## src/common/switchgear_pkg.sv

```systemverilog
// constants, types and timing for the switchgear object control block
package switchgear_pkg;
   localparam int unsigned CLK_HZ = 100000000;
   localparam int unsigned CYC_PER_MS = CLK_HZ / 1000;
   // times in milliseconds
   localparam int unsigned TRAVERSE_MS = 200;
   localparam int unsigned PULSE_MS = 200;
   localparam int unsigned TERM_TIMEOUT_MS = 10000;
   localparam logic [31:0] TRAVERSE_CYC = 32'(TRAVERSE_MS * CYC_PER_MS);
   localparam logic [31:0] PULSE_CYC = 32'(PULSE_MS * CYC_PER_MS);
   localparam logic [31:0] TERM_TIMEOUT_CYC =
      32'(TERM_TIMEOUT_MS * CYC_PER_MS);
   // output and counter geometry
   localparam int unsigned NUM_OUT = 8;
   localparam int unsigned OUT_SEL_W = 3;
   localparam int unsigned CNT_W = 16;
   localparam int unsigned NUM_IND = 4;
   // event codes and mask positions
   localparam int unsigned NUM_EVT = 6;
   localparam int unsigned EVT_W = 3;
   localparam logic [2:0] EV_STATUS = 3'h0;
   localparam logic [2:0] EV_OPEN_REQ = 3'h1;
   localparam logic [2:0] EV_CLOSE_REQ = 3'h2;
   localparam logic [2:0] EV_OPEN_FAIL = 3'h3;
   localparam logic [2:0] EV_CLOSE_FAIL = 3'h4;
   localparam logic [2:0] EV_CLOSE_BLOCKED = 3'h5;
   localparam logic [5:0] EVT_MASK_RESET = 6'h00;
   // indication bit positions
   localparam int unsigned IND_OPEN = 0;
   localparam int unsigned IND_CLOSED = 1;
   localparam int unsigned IND_INTER = 2;
   localparam int unsigned IND_BAD = 3;
   // reset values of configuration
   localparam logic ENABLE_RESET = 1'b0;
   localparam logic REMOTE_RESET = 1'b0;
   // status coded as {close, open} feedback
   typedef enum logic [1:0] {
      ST_INTER = 2'b00,
      ST_OPEN = 2'b01,
      ST_CLOSED = 2'b10,
      ST_BAD = 2'b11
   } pos_status_e;
   typedef enum logic [1:0] {
      TY_GROUND_DISC = 2'b00,
      TY_MOTOR_DISC = 2'b01,
      TY_BREAKER = 2'b10,
      TY_WITHDRAWABLE = 2'b11
   } obj_type_e;
   typedef enum logic [1:0] {
      CS_IDLE = 2'b00,
      CS_OPENING = 2'b01,
      CS_CLOSING = 2'b10
   } ctl_state_e;
endpackage

```

## src/common/pos_if.sv

```systemverilog
// feedback pair and decoded status between owner and decoder
`timescale 1ns/10ps
interface pos_if;
   logic fb_open;
   logic fb_close;
   switchgear_pkg::pos_status_e status;
   modport decoder(input fb_open, input fb_close, output status);
   modport owner(output fb_open, output fb_close, input status);
endinterface

```

## src/verilog/position_decoder.sv

```systemverilog
// decodes a feedback pair into a four-state position with traverse delay
`timescale 1ns/10ps
module position_decoder #(
   parameter logic [31:0] TRAVERSE_CYC = switchgear_pkg::TRAVERSE_CYC
) (
   // clock and reset
   input wire logic mclk,
   input wire logic reset_n,
   // feedback pair and status
   pos_if.decoder pos
);
   logic [31:0] trav_cnt;
   logic [31:0] next_trav_cnt;
   switchgear_pkg::pos_status_e next_status;

   always_comb begin
      next_trav_cnt = 32'h0;
      next_status = pos.status;
      case ({pos.fb_close, pos.fb_open})
         2'b01: next_status = switchgear_pkg::ST_OPEN;
         2'b10: next_status = switchgear_pkg::ST_CLOSED;
         2'b11: next_status = switchgear_pkg::ST_BAD;
         default: begin
            // travel: keep last decoded status (open, closed or bad) until traverse time runs out
            if (trav_cnt >= TRAVERSE_CYC - 32'h1) begin
               next_status = switchgear_pkg::ST_INTER;
               next_trav_cnt = trav_cnt;
            end else begin
               next_trav_cnt = trav_cnt + 32'h1;
            end
         end
      endcase
   end

   always_ff @(posedge mclk or negedge reset_n) begin
      if (!reset_n) begin
         trav_cnt <= 32'h0;
         pos.status <= switchgear_pkg::ST_INTER;
      end else begin
         trav_cnt <= next_trav_cnt;
         pos.status <= next_status;
      end
   end
endmodule

```

## src/verilog/switchgear_object_control.sv

```systemverilog
// one controllable switchgear object: access, permits, pulses, statistics
`timescale 1ns/10ps
module switchgear_object_control #(
   parameter logic [31:0] TRAVERSE_CYC = switchgear_pkg::TRAVERSE_CYC,
   parameter logic [31:0] PULSE_CYC = switchgear_pkg::PULSE_CYC,
   parameter logic [31:0] TIMEOUT_CYC = switchgear_pkg::TERM_TIMEOUT_CYC,
   parameter int unsigned NUM_OUT = switchgear_pkg::NUM_OUT,
   parameter int unsigned OUT_SEL_W = switchgear_pkg::OUT_SEL_W,
   parameter int unsigned CNT_W = switchgear_pkg::CNT_W
) (
   // clock and reset
   input wire logic mclk,
   input wire logic reset_n,
   // configuration
   input wire logic cfg_enable,
   input wire logic cfg_remote,
   input wire logic [1:0] cfg_type,
   input wire logic cfg_use_ready,
   input wire logic cfg_use_sync,
   input wire logic [OUT_SEL_W-1:0] cfg_open_out,
   input wire logic [OUT_SEL_W-1:0] cfg_close_out,
   input wire logic [switchgear_pkg::NUM_IND-1:0] cfg_ind_latched,
   input wire logic [switchgear_pkg::NUM_EVT-1:0] cfg_evt_mask,
   input wire logic cfg_cart_in_logic_src,
   input wire logic cfg_cart_out_logic_src,
   // software strobes
   input wire logic clear_stats,
   input wire logic ind_ack,
   // position and permit inputs
   input wire logic fb_open,
   input wire logic fb_close,
   input wire logic cart_in_line,
   input wire logic cart_in_logic,
   input wire logic cart_out_line,
   input wire logic cart_out_logic,
   input wire logic ready_in,
   input wire logic sync_in,
   // request inputs
   input wire logic local_open_req,
   input wire logic local_close_req,
   input wire logic remote_open_req,
   input wire logic remote_close_req,
   input wire logic app_open_req,
   input wire logic app_close_req,
   // physical outputs and indications
   output logic [NUM_OUT-1:0] cmd_out,
   output logic [switchgear_pkg::NUM_IND-1:0] ind_out,
   // status and statistics
   output logic [1:0] obj_status,
   output logic [1:0] cart_status,
   output logic [CNT_W-1:0] open_requests,
   output logic [CNT_W-1:0] close_requests,
   output logic [CNT_W-1:0] open_failed,
   output logic [CNT_W-1:0] close_failed,
   // event history feed
   output logic evt_valid,
   output logic [switchgear_pkg::EVT_W-1:0] evt_code
);
   pos_if brk ();
   pos_if cart ();

   // configuration held with defined reset values
   logic enable_q;
   logic remote_q;
   switchgear_pkg::obj_type_e type_q;
   logic [switchgear_pkg::NUM_EVT-1:0] mask_q;

   always_ff @(posedge mclk or negedge reset_n) begin
      if (!reset_n) begin
         enable_q <= switchgear_pkg::ENABLE_RESET;
         remote_q <= switchgear_pkg::REMOTE_RESET;
         type_q <= switchgear_pkg::TY_BREAKER;
         mask_q <= switchgear_pkg::EVT_MASK_RESET;
      end else begin
         enable_q <= cfg_enable;
         remote_q <= cfg_remote;
         type_q <= switchgear_pkg::obj_type_e'(cfg_type);
         mask_q <= cfg_evt_mask;
      end
   end

   // feedback decoding
   logic is_wd;
   assign is_wd = (type_q == switchgear_pkg::TY_WITHDRAWABLE);
   assign brk.fb_open = fb_open;
   assign brk.fb_close = fb_close;
   // cart feedback only exists on a withdrawable object
   assign cart.fb_close = is_wd && (cfg_cart_in_logic_src ?
      cart_in_logic : cart_in_line);
   assign cart.fb_open = is_wd && (cfg_cart_out_logic_src ?
      cart_out_logic : cart_out_line);

   position_decoder #(.TRAVERSE_CYC(TRAVERSE_CYC)) u_brk_dec (
      .mclk(mclk),
      .reset_n(reset_n),
      .pos(brk.decoder)
   );
   position_decoder #(.TRAVERSE_CYC(TRAVERSE_CYC)) u_cart_dec (
      .mclk(mclk),
      .reset_n(reset_n),
      .pos(cart.decoder)
   );
   assign obj_status = brk.status;
   assign cart_status = cart.status;

   // request qualification
   logic want_open;
   logic want_close;
   logic permit_ok;
   logic open_accept;
   logic close_accept;
   logic close_blocked;

   switchgear_pkg::ctl_state_e state;
   switchgear_pkg::ctl_state_e next_state;
   logic [31:0] tmr;
   logic [31:0] next_tmr;
   logic open_fail;
   logic close_fail;

   // application inputs bypass the access selector
   assign want_open = app_open_req || (remote_q ? remote_open_req :
      local_open_req);
   assign want_close = app_close_req || (remote_q ? remote_close_req :
      local_close_req);
   assign permit_ok = (!cfg_use_ready || ready_in) &&
      (!cfg_use_sync || sync_in);
   // open wins a tie: opening is the safe direction
   assign open_accept = enable_q && state == switchgear_pkg::CS_IDLE &&
      want_open;
   assign close_accept = enable_q && state == switchgear_pkg::CS_IDLE &&
      !want_open && want_close && permit_ok;
   assign close_blocked = enable_q && state == switchgear_pkg::CS_IDLE &&
      !want_open && want_close && !permit_ok;

   always_comb begin
      next_state = state;
      next_tmr = tmr;
      open_fail = 1'b0;
      close_fail = 1'b0;
      case (state)
         switchgear_pkg::CS_IDLE: begin
            next_tmr = 32'h0;
            if (open_accept) begin
               next_state = switchgear_pkg::CS_OPENING;
            end else if (close_accept) begin
               next_state = switchgear_pkg::CS_CLOSING;
            end
         end
         switchgear_pkg::CS_OPENING: begin
            next_tmr = tmr + 32'h1;
            if (brk.status == switchgear_pkg::ST_OPEN) begin
               next_state = switchgear_pkg::CS_IDLE;
            end else if (tmr >= TIMEOUT_CYC - 32'h1) begin
               next_state = switchgear_pkg::CS_IDLE;
               open_fail = 1'b1;
            end
         end
         switchgear_pkg::CS_CLOSING: begin
            next_tmr = tmr + 32'h1;
            if (brk.status == switchgear_pkg::ST_CLOSED) begin
               next_state = switchgear_pkg::CS_IDLE;
            end else if (tmr >= TIMEOUT_CYC - 32'h1) begin
               next_state = switchgear_pkg::CS_IDLE;
               close_fail = 1'b1;
            end
         end
         default: begin
            next_state = switchgear_pkg::CS_IDLE;
         end
      endcase
      // disabling aborts any request in flight
      if (!enable_q) begin
         next_state = switchgear_pkg::CS_IDLE;
         open_fail = 1'b0;
         close_fail = 1'b0;
      end
   end

   // command pulses; one state means one command at most
   logic open_pulse;
   logic close_pulse;
   logic next_open_pulse;
   logic next_close_pulse;
   logic [NUM_OUT-1:0] next_cmd;

   always_comb begin
      next_open_pulse = next_state == switchgear_pkg::CS_OPENING &&
         next_tmr < PULSE_CYC;
      next_close_pulse = next_state == switchgear_pkg::CS_CLOSING &&
         next_tmr < PULSE_CYC;
      next_cmd = '0;
      if (next_open_pulse) begin
         next_cmd[cfg_open_out] = 1'b1;
      end
      if (next_close_pulse) begin
         next_cmd[cfg_close_out] = 1'b1;
      end
   end

   always_ff @(posedge mclk or negedge reset_n) begin
      if (!reset_n) begin
         state <= switchgear_pkg::CS_IDLE;
         tmr <= 32'h0;
         open_pulse <= 1'b0;
         close_pulse <= 1'b0;
         cmd_out <= '0;
      end else begin
         state <= next_state;
         tmr <= next_tmr;
         open_pulse <= next_open_pulse;
         close_pulse <= next_close_pulse;
         cmd_out <= next_cmd;
      end
   end

   // statistics: a count arriving with the clear is kept as one
   function automatic logic [CNT_W-1:0] count_next(
      input logic [CNT_W-1:0] cur, input logic inc, input logic clr);
      logic [CNT_W-1:0] base;
      base = clr ? '0 : cur;
      return inc ? base + CNT_W'(1) : base;
   endfunction

   logic [CNT_W-1:0] next_open_requests;
   logic [CNT_W-1:0] next_close_requests;
   logic [CNT_W-1:0] next_open_failed;
   logic [CNT_W-1:0] next_close_failed;

   always_comb begin
      next_open_requests = count_next(open_requests, open_accept,
         clear_stats);
      next_close_requests = count_next(close_requests, close_accept,
         clear_stats);
      next_open_failed = count_next(open_failed, open_fail,
         clear_stats);
      next_close_failed = count_next(close_failed, close_fail,
         clear_stats);
   end

   always_ff @(posedge mclk or negedge reset_n) begin
      if (!reset_n) begin
         open_requests <= '0;
         close_requests <= '0;
         open_failed <= '0;
         close_failed <= '0;
      end else begin
         open_requests <= next_open_requests;
         close_requests <= next_close_requests;
         open_failed <= next_open_failed;
         close_failed <= next_close_failed;
      end
   end

   // indications: latched ones hold until acknowledged, source wins ack
   logic [switchgear_pkg::NUM_IND-1:0] ind_src;
   logic [switchgear_pkg::NUM_IND-1:0] next_ind;

   always_comb begin
      ind_src = '0;
      ind_src[switchgear_pkg::IND_OPEN] =
         brk.status == switchgear_pkg::ST_OPEN;
      ind_src[switchgear_pkg::IND_CLOSED] =
         brk.status == switchgear_pkg::ST_CLOSED;
      ind_src[switchgear_pkg::IND_INTER] =
         brk.status == switchgear_pkg::ST_INTER;
      ind_src[switchgear_pkg::IND_BAD] =
         brk.status == switchgear_pkg::ST_BAD;
      next_ind = ind_src | (ind_out & cfg_ind_latched &
         {switchgear_pkg::NUM_IND{!ind_ack}});
   end

   // events: one per cycle, failures first; ones whose mask bit is clear are dropped
   switchgear_pkg::pos_status_e prev_status;
   logic next_evt_valid;
   logic [switchgear_pkg::EVT_W-1:0] next_evt_code;
   logic [switchgear_pkg::EVT_W-1:0] raw_code;
   logic raw_valid;

   always_comb begin
      raw_valid = 1'b1;
      if (open_fail) begin
         raw_code = switchgear_pkg::EV_OPEN_FAIL;
      end else if (close_fail) begin
         raw_code = switchgear_pkg::EV_CLOSE_FAIL;
      end else if (open_accept) begin
         raw_code = switchgear_pkg::EV_OPEN_REQ;
      end else if (close_accept) begin
         raw_code = switchgear_pkg::EV_CLOSE_REQ;
      end else if (close_blocked) begin
         raw_code = switchgear_pkg::EV_CLOSE_BLOCKED;
      end else begin
         raw_code = switchgear_pkg::EV_STATUS;
         raw_valid = brk.status != prev_status;
      end
      next_evt_valid = raw_valid && mask_q[raw_code];
      next_evt_code = raw_code;
   end

   always_ff @(posedge mclk or negedge reset_n) begin
      if (!reset_n) begin
         ind_out <= '0;
         prev_status <= switchgear_pkg::ST_INTER;
         evt_valid <= 1'b0;
         evt_code <= switchgear_pkg::EV_STATUS;
      end else begin
         ind_out <= next_ind;
         prev_status <= brk.status;
         evt_valid <= next_evt_valid;
         evt_code <= next_evt_code;
      end
   end
endmodule

```

## config.mk

```make
export PLATFORM = sky130hd
export DESIGN_NAME = switchgear_object_control
export DESIGN_NICKNAME = d
export VERILOG_FILES = /design/src/common/switchgear_pkg.sv /design/src/common/pos_if.sv /design/src/verilog/position_decoder.sv /design/src/verilog/switchgear_object_control.sv
export SDC_FILE = /design/constraint.sdc
export NUM_CORES = 1
export LEC_CHECK = 0
export ABC_AREA = 1
export BUFFER_PORTS_ARGS = -buffer_cell sky130_fd_sc_hd__buf_2
export CORE_MARGIN = 2
export CORE_UTILIZATION = 55
export CTS_CLUSTER_DIAMETER = 30
export CTS_CLUSTER_SIZE = 14
export DETAILED_ROUTE_END_ITERATION = 10
export MAX_ROUTING_LAYER = met4
export PLACE_DENSITY_LB_ADDON = 0.3
export SLEW_MARGIN = 20
export SYNTH_ARGS = -nofsm -noshare
export SYNTH_HDL_FRONTEND = slang
export SYNTH_SLANG_ARGS = --single-unit
export TNS_END_PERCENT = 30
```

## constraint.sdc

```tcl
create_clock -name mclk -period 3.1 [get_ports mclk]
set_clock_uncertainty 0.2 [all_clocks]
set_input_delay 0.31 -clock mclk [delete_from_list [all_inputs] [get_ports mclk]]
set_output_delay 0.31 -clock mclk [all_outputs]
set_load 0.005 [all_outputs]
```

# == Word level (Yosys, flattened, before mapping) ==
# Index checks and enable logic that the tools add are counted.
# totals
reg_bits,194
output_inout_bits,84
elab_cells,139
# op_classes
n_addsub,7
order_cmp,9
n_eq_ne,17
n_mux,53
n_bitwise,4
reduce_logical,30
# op_table
op,n
two-way mux 16 bit,8
two-way mux 32 bit,4
adder 32 x 1 -> 32 bit (second input constant),3
adder 16 x 1 -> 16 bit (second input constant),4
>= comparator 32 x 25 -> 1 bit (second input constant),2
case mux 32 bit (2 select lines),1
>= comparator 32 x 30 -> 1 bit (second input constant),1
< comparator 32 x 25 -> 1 bit (second input constant),1
two-way mux 1 bit,19
equality test 2 bit (second input constant),9
case mux 2 bit (3 select lines),3
two-way mux 2 bit,8
two-way mux 8 bit,2
two-way mux 3 bit,5
logical AND 1 bit,14
< comparator 3 x 4 -> 1 bit (second input constant),3
equality test 2 x 1 -> 1 bit (second input constant),5
bitwise AND 4 bit,2
bitwise OR 8 bit,1
nonzero test 4 bit,2
demux 1 bit (select 3 bit),2
>= comparator 3 x 1 -> 1 bit (second input constant),2
OR reduction 3 bit,2
zero test 1 bit,5
7 further kinds,12

# == Logic depth before layout (Yosys ltp) ==
# logic_depth
ltp_word,15
mapped_depth,19

# == By module ==
# Synthesis repeated with hierarchy kept, for this count alone.
# unflattened
hier_cells,1621
area_unflattened_um2,11602.4
# by_module_without_submodules
mod,instances,cells_each,area_per_inst_um2
switchgear_object_control,1,941,7080.5
position_decoder,2,340,2260.9

# == Least setup slack after synthesis ==
# Ideal clock, no wire load.
# synth_timing
kind,input-to-reg
startpoint,input clear_stats
endpoint,register open_requests[14]
setup_ns,0.123
t_arrival_ns,2.222
required_ns,2.777
setup_slack_ns,0.555
path_stages,15
n_path_buf,3
path_cell_list,clkbuf_1 -> clkbuf_1 -> clkbuf_1 -> nor2_1 -> ha_1 -> inv_1 -> nor2_1 -> nand3_1 -> inv_1 -> nand3_1 -> inv_1 -> nand3_1 -> nor2_1 -> nand3_1 -> xor2_1
# synth_between
elab_chain_len,3
# synth_lines
element,line,text
start: declaration,switchgear_object_control.sv:27,"input wire logic clear_stats,"
two-way mux 16 bit *,switchgear_object_control.sv:221,base = clr ? '0 : cur;
adder 16 x 1 -> 16 bit,switchgear_object_control.sv:222,return inc ? base + CNT_W'(1) : base;
two-way mux 16 bit *,switchgear_object_control.sv:222,
named net next_open_requests[14],switchgear_object_control.sv:225,logic [CNT_W-1:0] next_open_requests;
end signal: assignment,switchgear_object_control.sv:248,open_requests <= next_open_requests;
end: declaration,switchgear_object_control.sv:51,"output logic [CNT_W-1:0] open_requests,"
# The timed path passes the listed nets; every way through them passes the cells marked *.
# A chain may end at the register's enable or synchronous reset.

# == Final worst setup path ==
# layout_timing
startpoint,register state[0]
endpoint,register cmd_out[6]
# layout_between
elab_chain_len,14
elab_cells_between_ends,25
classes_between,1 x order compare; 4 x eq/ne; 10 x mux; 1 x bitwise; 9 x reduce/logical
# layout_lines
element,line,text
start: declaration,switchgear_object_control.sv:114,switchgear_pkg::ctl_state_e state;
start signal: assignment,switchgear_object_control.sv:203,state <= switchgear_pkg::CS_IDLE;
start signal: assignment,switchgear_object_control.sv:209,state <= next_state;
"parallel branches: the longest is 13 deep, another holds < comparator 32 x 25 -> 1 bit",n/a,
two-way mux 8 bit *,switchgear_object_control.sv:196,if (next_close_pulse) begin
named net next_cmd[6],switchgear_object_control.sv:185,logic [NUM_OUT-1:0] next_cmd;
end signal: assignment,switchgear_object_control.sv:213,cmd_out <= next_cmd;
end: declaration,switchgear_object_control.sv:46,"output logic [NUM_OUT-1:0] cmd_out,"
# Mark *: on every way through the listed nets, which the timed path passes.

==> impl_results.md <==
- Outcome: finished clean
- Worst-Skew Late Latency: 0.43 ns
- Fmax achieved: 0.341 GHz
- Switching portion of total power: 24.6%
- Post-route ant nets: 0
- Synthesized area: 0.0114 sq mm
- Placeable Area: ~0.020 sq mm
- Post-synth net total: 1543
- Initial drt markers: 730
- Initial antenna violation count: 1
- Worst setup SP type: register
- DIE HEIGHT: between 100 and 150 um
- Setup_tns: 0 ns
- Crit-path max cell delay: 0.51 ns
- CTS root buf: clkbuf_16
- Maximum vdd drop: about 360 uV
- Global-route wire length before repair: 45.0 mm
- Gate Count Post-Synth: 1483
- DR WL/cell: 14.2 um
- RSZ-0062 raised after global routing: false
- Critical Path AT: 3.11 ns
- GRT Residual Overflow: 0
- Tot Pwr: 5.35 mW
- Internal: 4.03 mW
- Slew Limit Fails: 0
- Final hold violations: 0
- Dominant cells by area after synthesis: dfrtp_1 (43%), nand2_1 (10%), inv_1 (7.9%), nor2_1 (5.6%), xor2_1 (5.2%)
- DR vias: between 10000 and 15000
- Worst path slowest cell: clkinvlp_2
- Min-delay worst type: primary input to register
- Distinct cell type count after synthesis: 50
- Htree depth: 4
- Relative slew slack: 60.2%
- CTS tree: built
- Leak: roughly 6.6 nW
- Combinational power share: 8.8%
- Cell area after layout: 0.0132 sq mm
- Final WL: 27.3 mm
- Largest net degree at the start of global routing: ~70
- Syn_area_per_cell: 7.65 sq um
- Fin util: 65.2%
- Top_reg_cell synth: dfrtp_1
- Rows: 52
- Synth cell count leaders: nand2_1 (307), inv_1 (238), dfrtp_1 (193)
- Seq/Total Area, Yosys: 42.8%
- Vias in the first global route: 9494
- Setup crit end kind: register
- Drt pass-1 iters: 5
- Slew @ Worst Pin: roughly 0.6 ns
- CTS max path bufs: 2
- Gpl congestion: 0.950
- Critical Path RT: 3.27 ns
- Starting density of the core: 56.1%
- Setup CP Type: register to register
- Clock group share of total power: 41.8%
- Final Net Count: 1700
- Pre-CTS setup slack: approximately 0.20 ns
- Largest area contributor in the netlist: dfrtp_1
- HPWL Detailed: 20.4 mm
- Placement-stage cell area: about 0.012 sq mm
- Die area: about 0.022 sq mm
- Number of fill cells: about 1800
- Flop pwr share: 49.5%
- Area share of the largest cell type after synthesis: between 40% and 50%
- Sink Count: 194
- Die width: 148 um
- Top-count cell post-synth: nand2_1
- Cell Pwr Density: between 400 and 500 mW/mm^2
- Top Family by Delay on Critical Path: simple AND/OR/NAND/NOR gates
- Crit path top cell by count: nand2_1
- Async SR Flop Fraction: between 90% and 100%
- Final setup violation count: 0
- Drt drc: 0
- P&R area growth vs syn: 16.1%
- Vias/cell: around 5.3
- CP max FO: 16
- Number of flops mapped to enable cells by yosys: 0
- Ys Warns: 0
- Maxcap violations: 0
- Cells along the critical path: inv_1, ha_1, nor2_2, clkinvlp_2, nand3_1, nor2_1, nand2_1, nand2_1, nand3_1, nand2_2, inv_4, nand4_1, nand2_1
- Final WS setup: 0.167 ns
- Min Tclk post-route: 2.93 ns
- Final Cycle Share: 94.6%
- Layout cells sized above 1: 14.6%
- Crit path buf inv count: 3
- Clk pin slew, worst setup/hold paths: 0.07 ns
- PortBufs: 125
- Cts bufs inserted: 17
- IO Pins: 126
- P_sw: 1.32 mW
- Yosys reg bits: 194
- Gr usage total: 26.3%
-- sequential cells by signal, indices dropped and copies added (netlist names), 4 cells and up --
| register | count |
|---|---|
| tmr | 32 |
| u_brk_dec.trav_cnt | 32 |
| ind_out | 4 |
| mask_q | 6 |
| u_cart_dec.trav_cnt | 32 |
| open_failed | 16 |
| open_requests | 16 |
| close_requests | 16 |
| cmd_out | 8 |
| close_failed | 16 |
-- worst reg2reg max path, cell delays in order, from the launching register on --
cell and delay, ns:
dfrtp_1 0.43, inv_1 0.10, ha_1 0.35, nor2_2 0.30
clkinvlp_2 0.51, nand3_1 0.28, nor2_1 0.09, nand2_1 0.07
nand2_1 0.06, nand3_1 0.08, nand2_2 0.07, inv_4 0.13
nand4_1 0.12, nand2_1 0.09
-- placed cells by master (no fill, tap or decap), drive strengths merged --
| cell | n |
|---|---|
| nand2 | 320 |
| inv | 246 |
| dfrtp | 193 |
| nor2 | 190 |
| buf | 147 |
| nand3 | 124 |
| xor2 | 68 |
| nand4 | 67 |
| nor3 | 63 |
| o21ai | 56 |
| clkbuf | 23 |
| dlygate4sd3 | 22 |
| xnor2 | 21 |
| ha | 18 |
| nand3b | 17 |
| o31ai | 14 |
| a21oi | 14 |
| nor4 | 13 |
| clkinvlp | 4 |
| nor3b | 4 |
| clkinv | 4 |
| a31oi | 3 |
| o22ai | 3 |
| a22oi | 3 |
| o21bai | 2 |
| o211ai | 2 |
| and3 | 2 |
| bufinv | 2 |
| a2111oi | 2 |
| diode | 1 |
| or2 | 1 |
| and2 | 1 |
| o221ai | 1 |
| a211oi | 1 |
| o2111ai | 1 |
| dfstp | 1 |
-- path summary, 6_finish.rpt --
check,startpoint,endpoint,slack (ns),cells past startpoint
min,cfg_close_out[0],cmd_out[4],0.03,4
max,state[0],cmd_out[6],0.17,13
max in group asynchronous,reset_n,tmr[1],1.63,3
min reg2reg,u_cart_dec.trav_cnt[28],u_cart_dec.trav_cnt[28],0.26,2
max reg2reg,state[0],cmd_out[6],0.17,13
min in group asynchronous,reset_n,open_failed[8],0.24,2
-- cells by family (layout without fill, tap and decap cells) --
logic type	count (synthesis)	in the layout	share of synthesized area (%)
buf+inv	278	448	9.56
simple gates	802	802	33.5
compound gates	102	102	5.37
xor+xnor	89	89	6.87
fa+ha+maj	18	18	1.98
other cells	0	1	0
flops	194	194	42.8
-- what timing repair did --
item,CTS,global route
setup buffers,0,3
hold buffers,22,0
endpoints found under the setup margin,0,10
hold endpoints to repair,84,0
resized for setup,0,4
-- layout make-up --
cell class                      count  area [sq um]  share of cell area [%]
Timing Repair inverter              1          5.00                  0.0380
Clock buffer                       22           474                    3.60
Sequential cell                   194          4860                    36.8
Tap cell                          270           338                    2.56
Clock inverter                     10           124                   0.940
Timing Repair Buffer              170          1040                    7.89
Multi-Input combinational cell   1011          5420                    41.1
Antenna cell                        1          2.50                  0.0190
Inverter                          245           926                    7.02
-- metrics by stage --
step                std cells  hold slack, ns
floorplan                1483          -0.186
detailed placement       1865           0.162
global route             1924          0.0185
CTS                      1919         0.00435
finish                   1924          0.0270
global placement         1865           0.163
-- routing by layer --
| metal | part of all wire (%) | vias up | track usage, % |
|---|---|---|---|
| met2 | 47 | 320 | 41.8 |
| met1 | 46 | 4788 | 35.7 |
| met5 | 0 | - | - |
| li1 | - | 5078 | - |
| met4 | 1.3 | 0 | 6.73 |
| met3 | 5.6 | 30 | 3.98 |
-- power groups by stage --
stage / combinational (mW) / clock [mW] / sequential (mW)
final: 0.469 / 2.24 / 2.65
after global routing: 0.528 / 2.38 / 2.65
after detailed placement: 0.427 / 0 / 2.69
after CTS: 0.457 / 2.29 / 2.65
after global placement: 0.415 / 0 / 2.69
after floorplan: 0.223 / 0 / 2.69
Note: power is estimated with default switching activity, not from simulation.
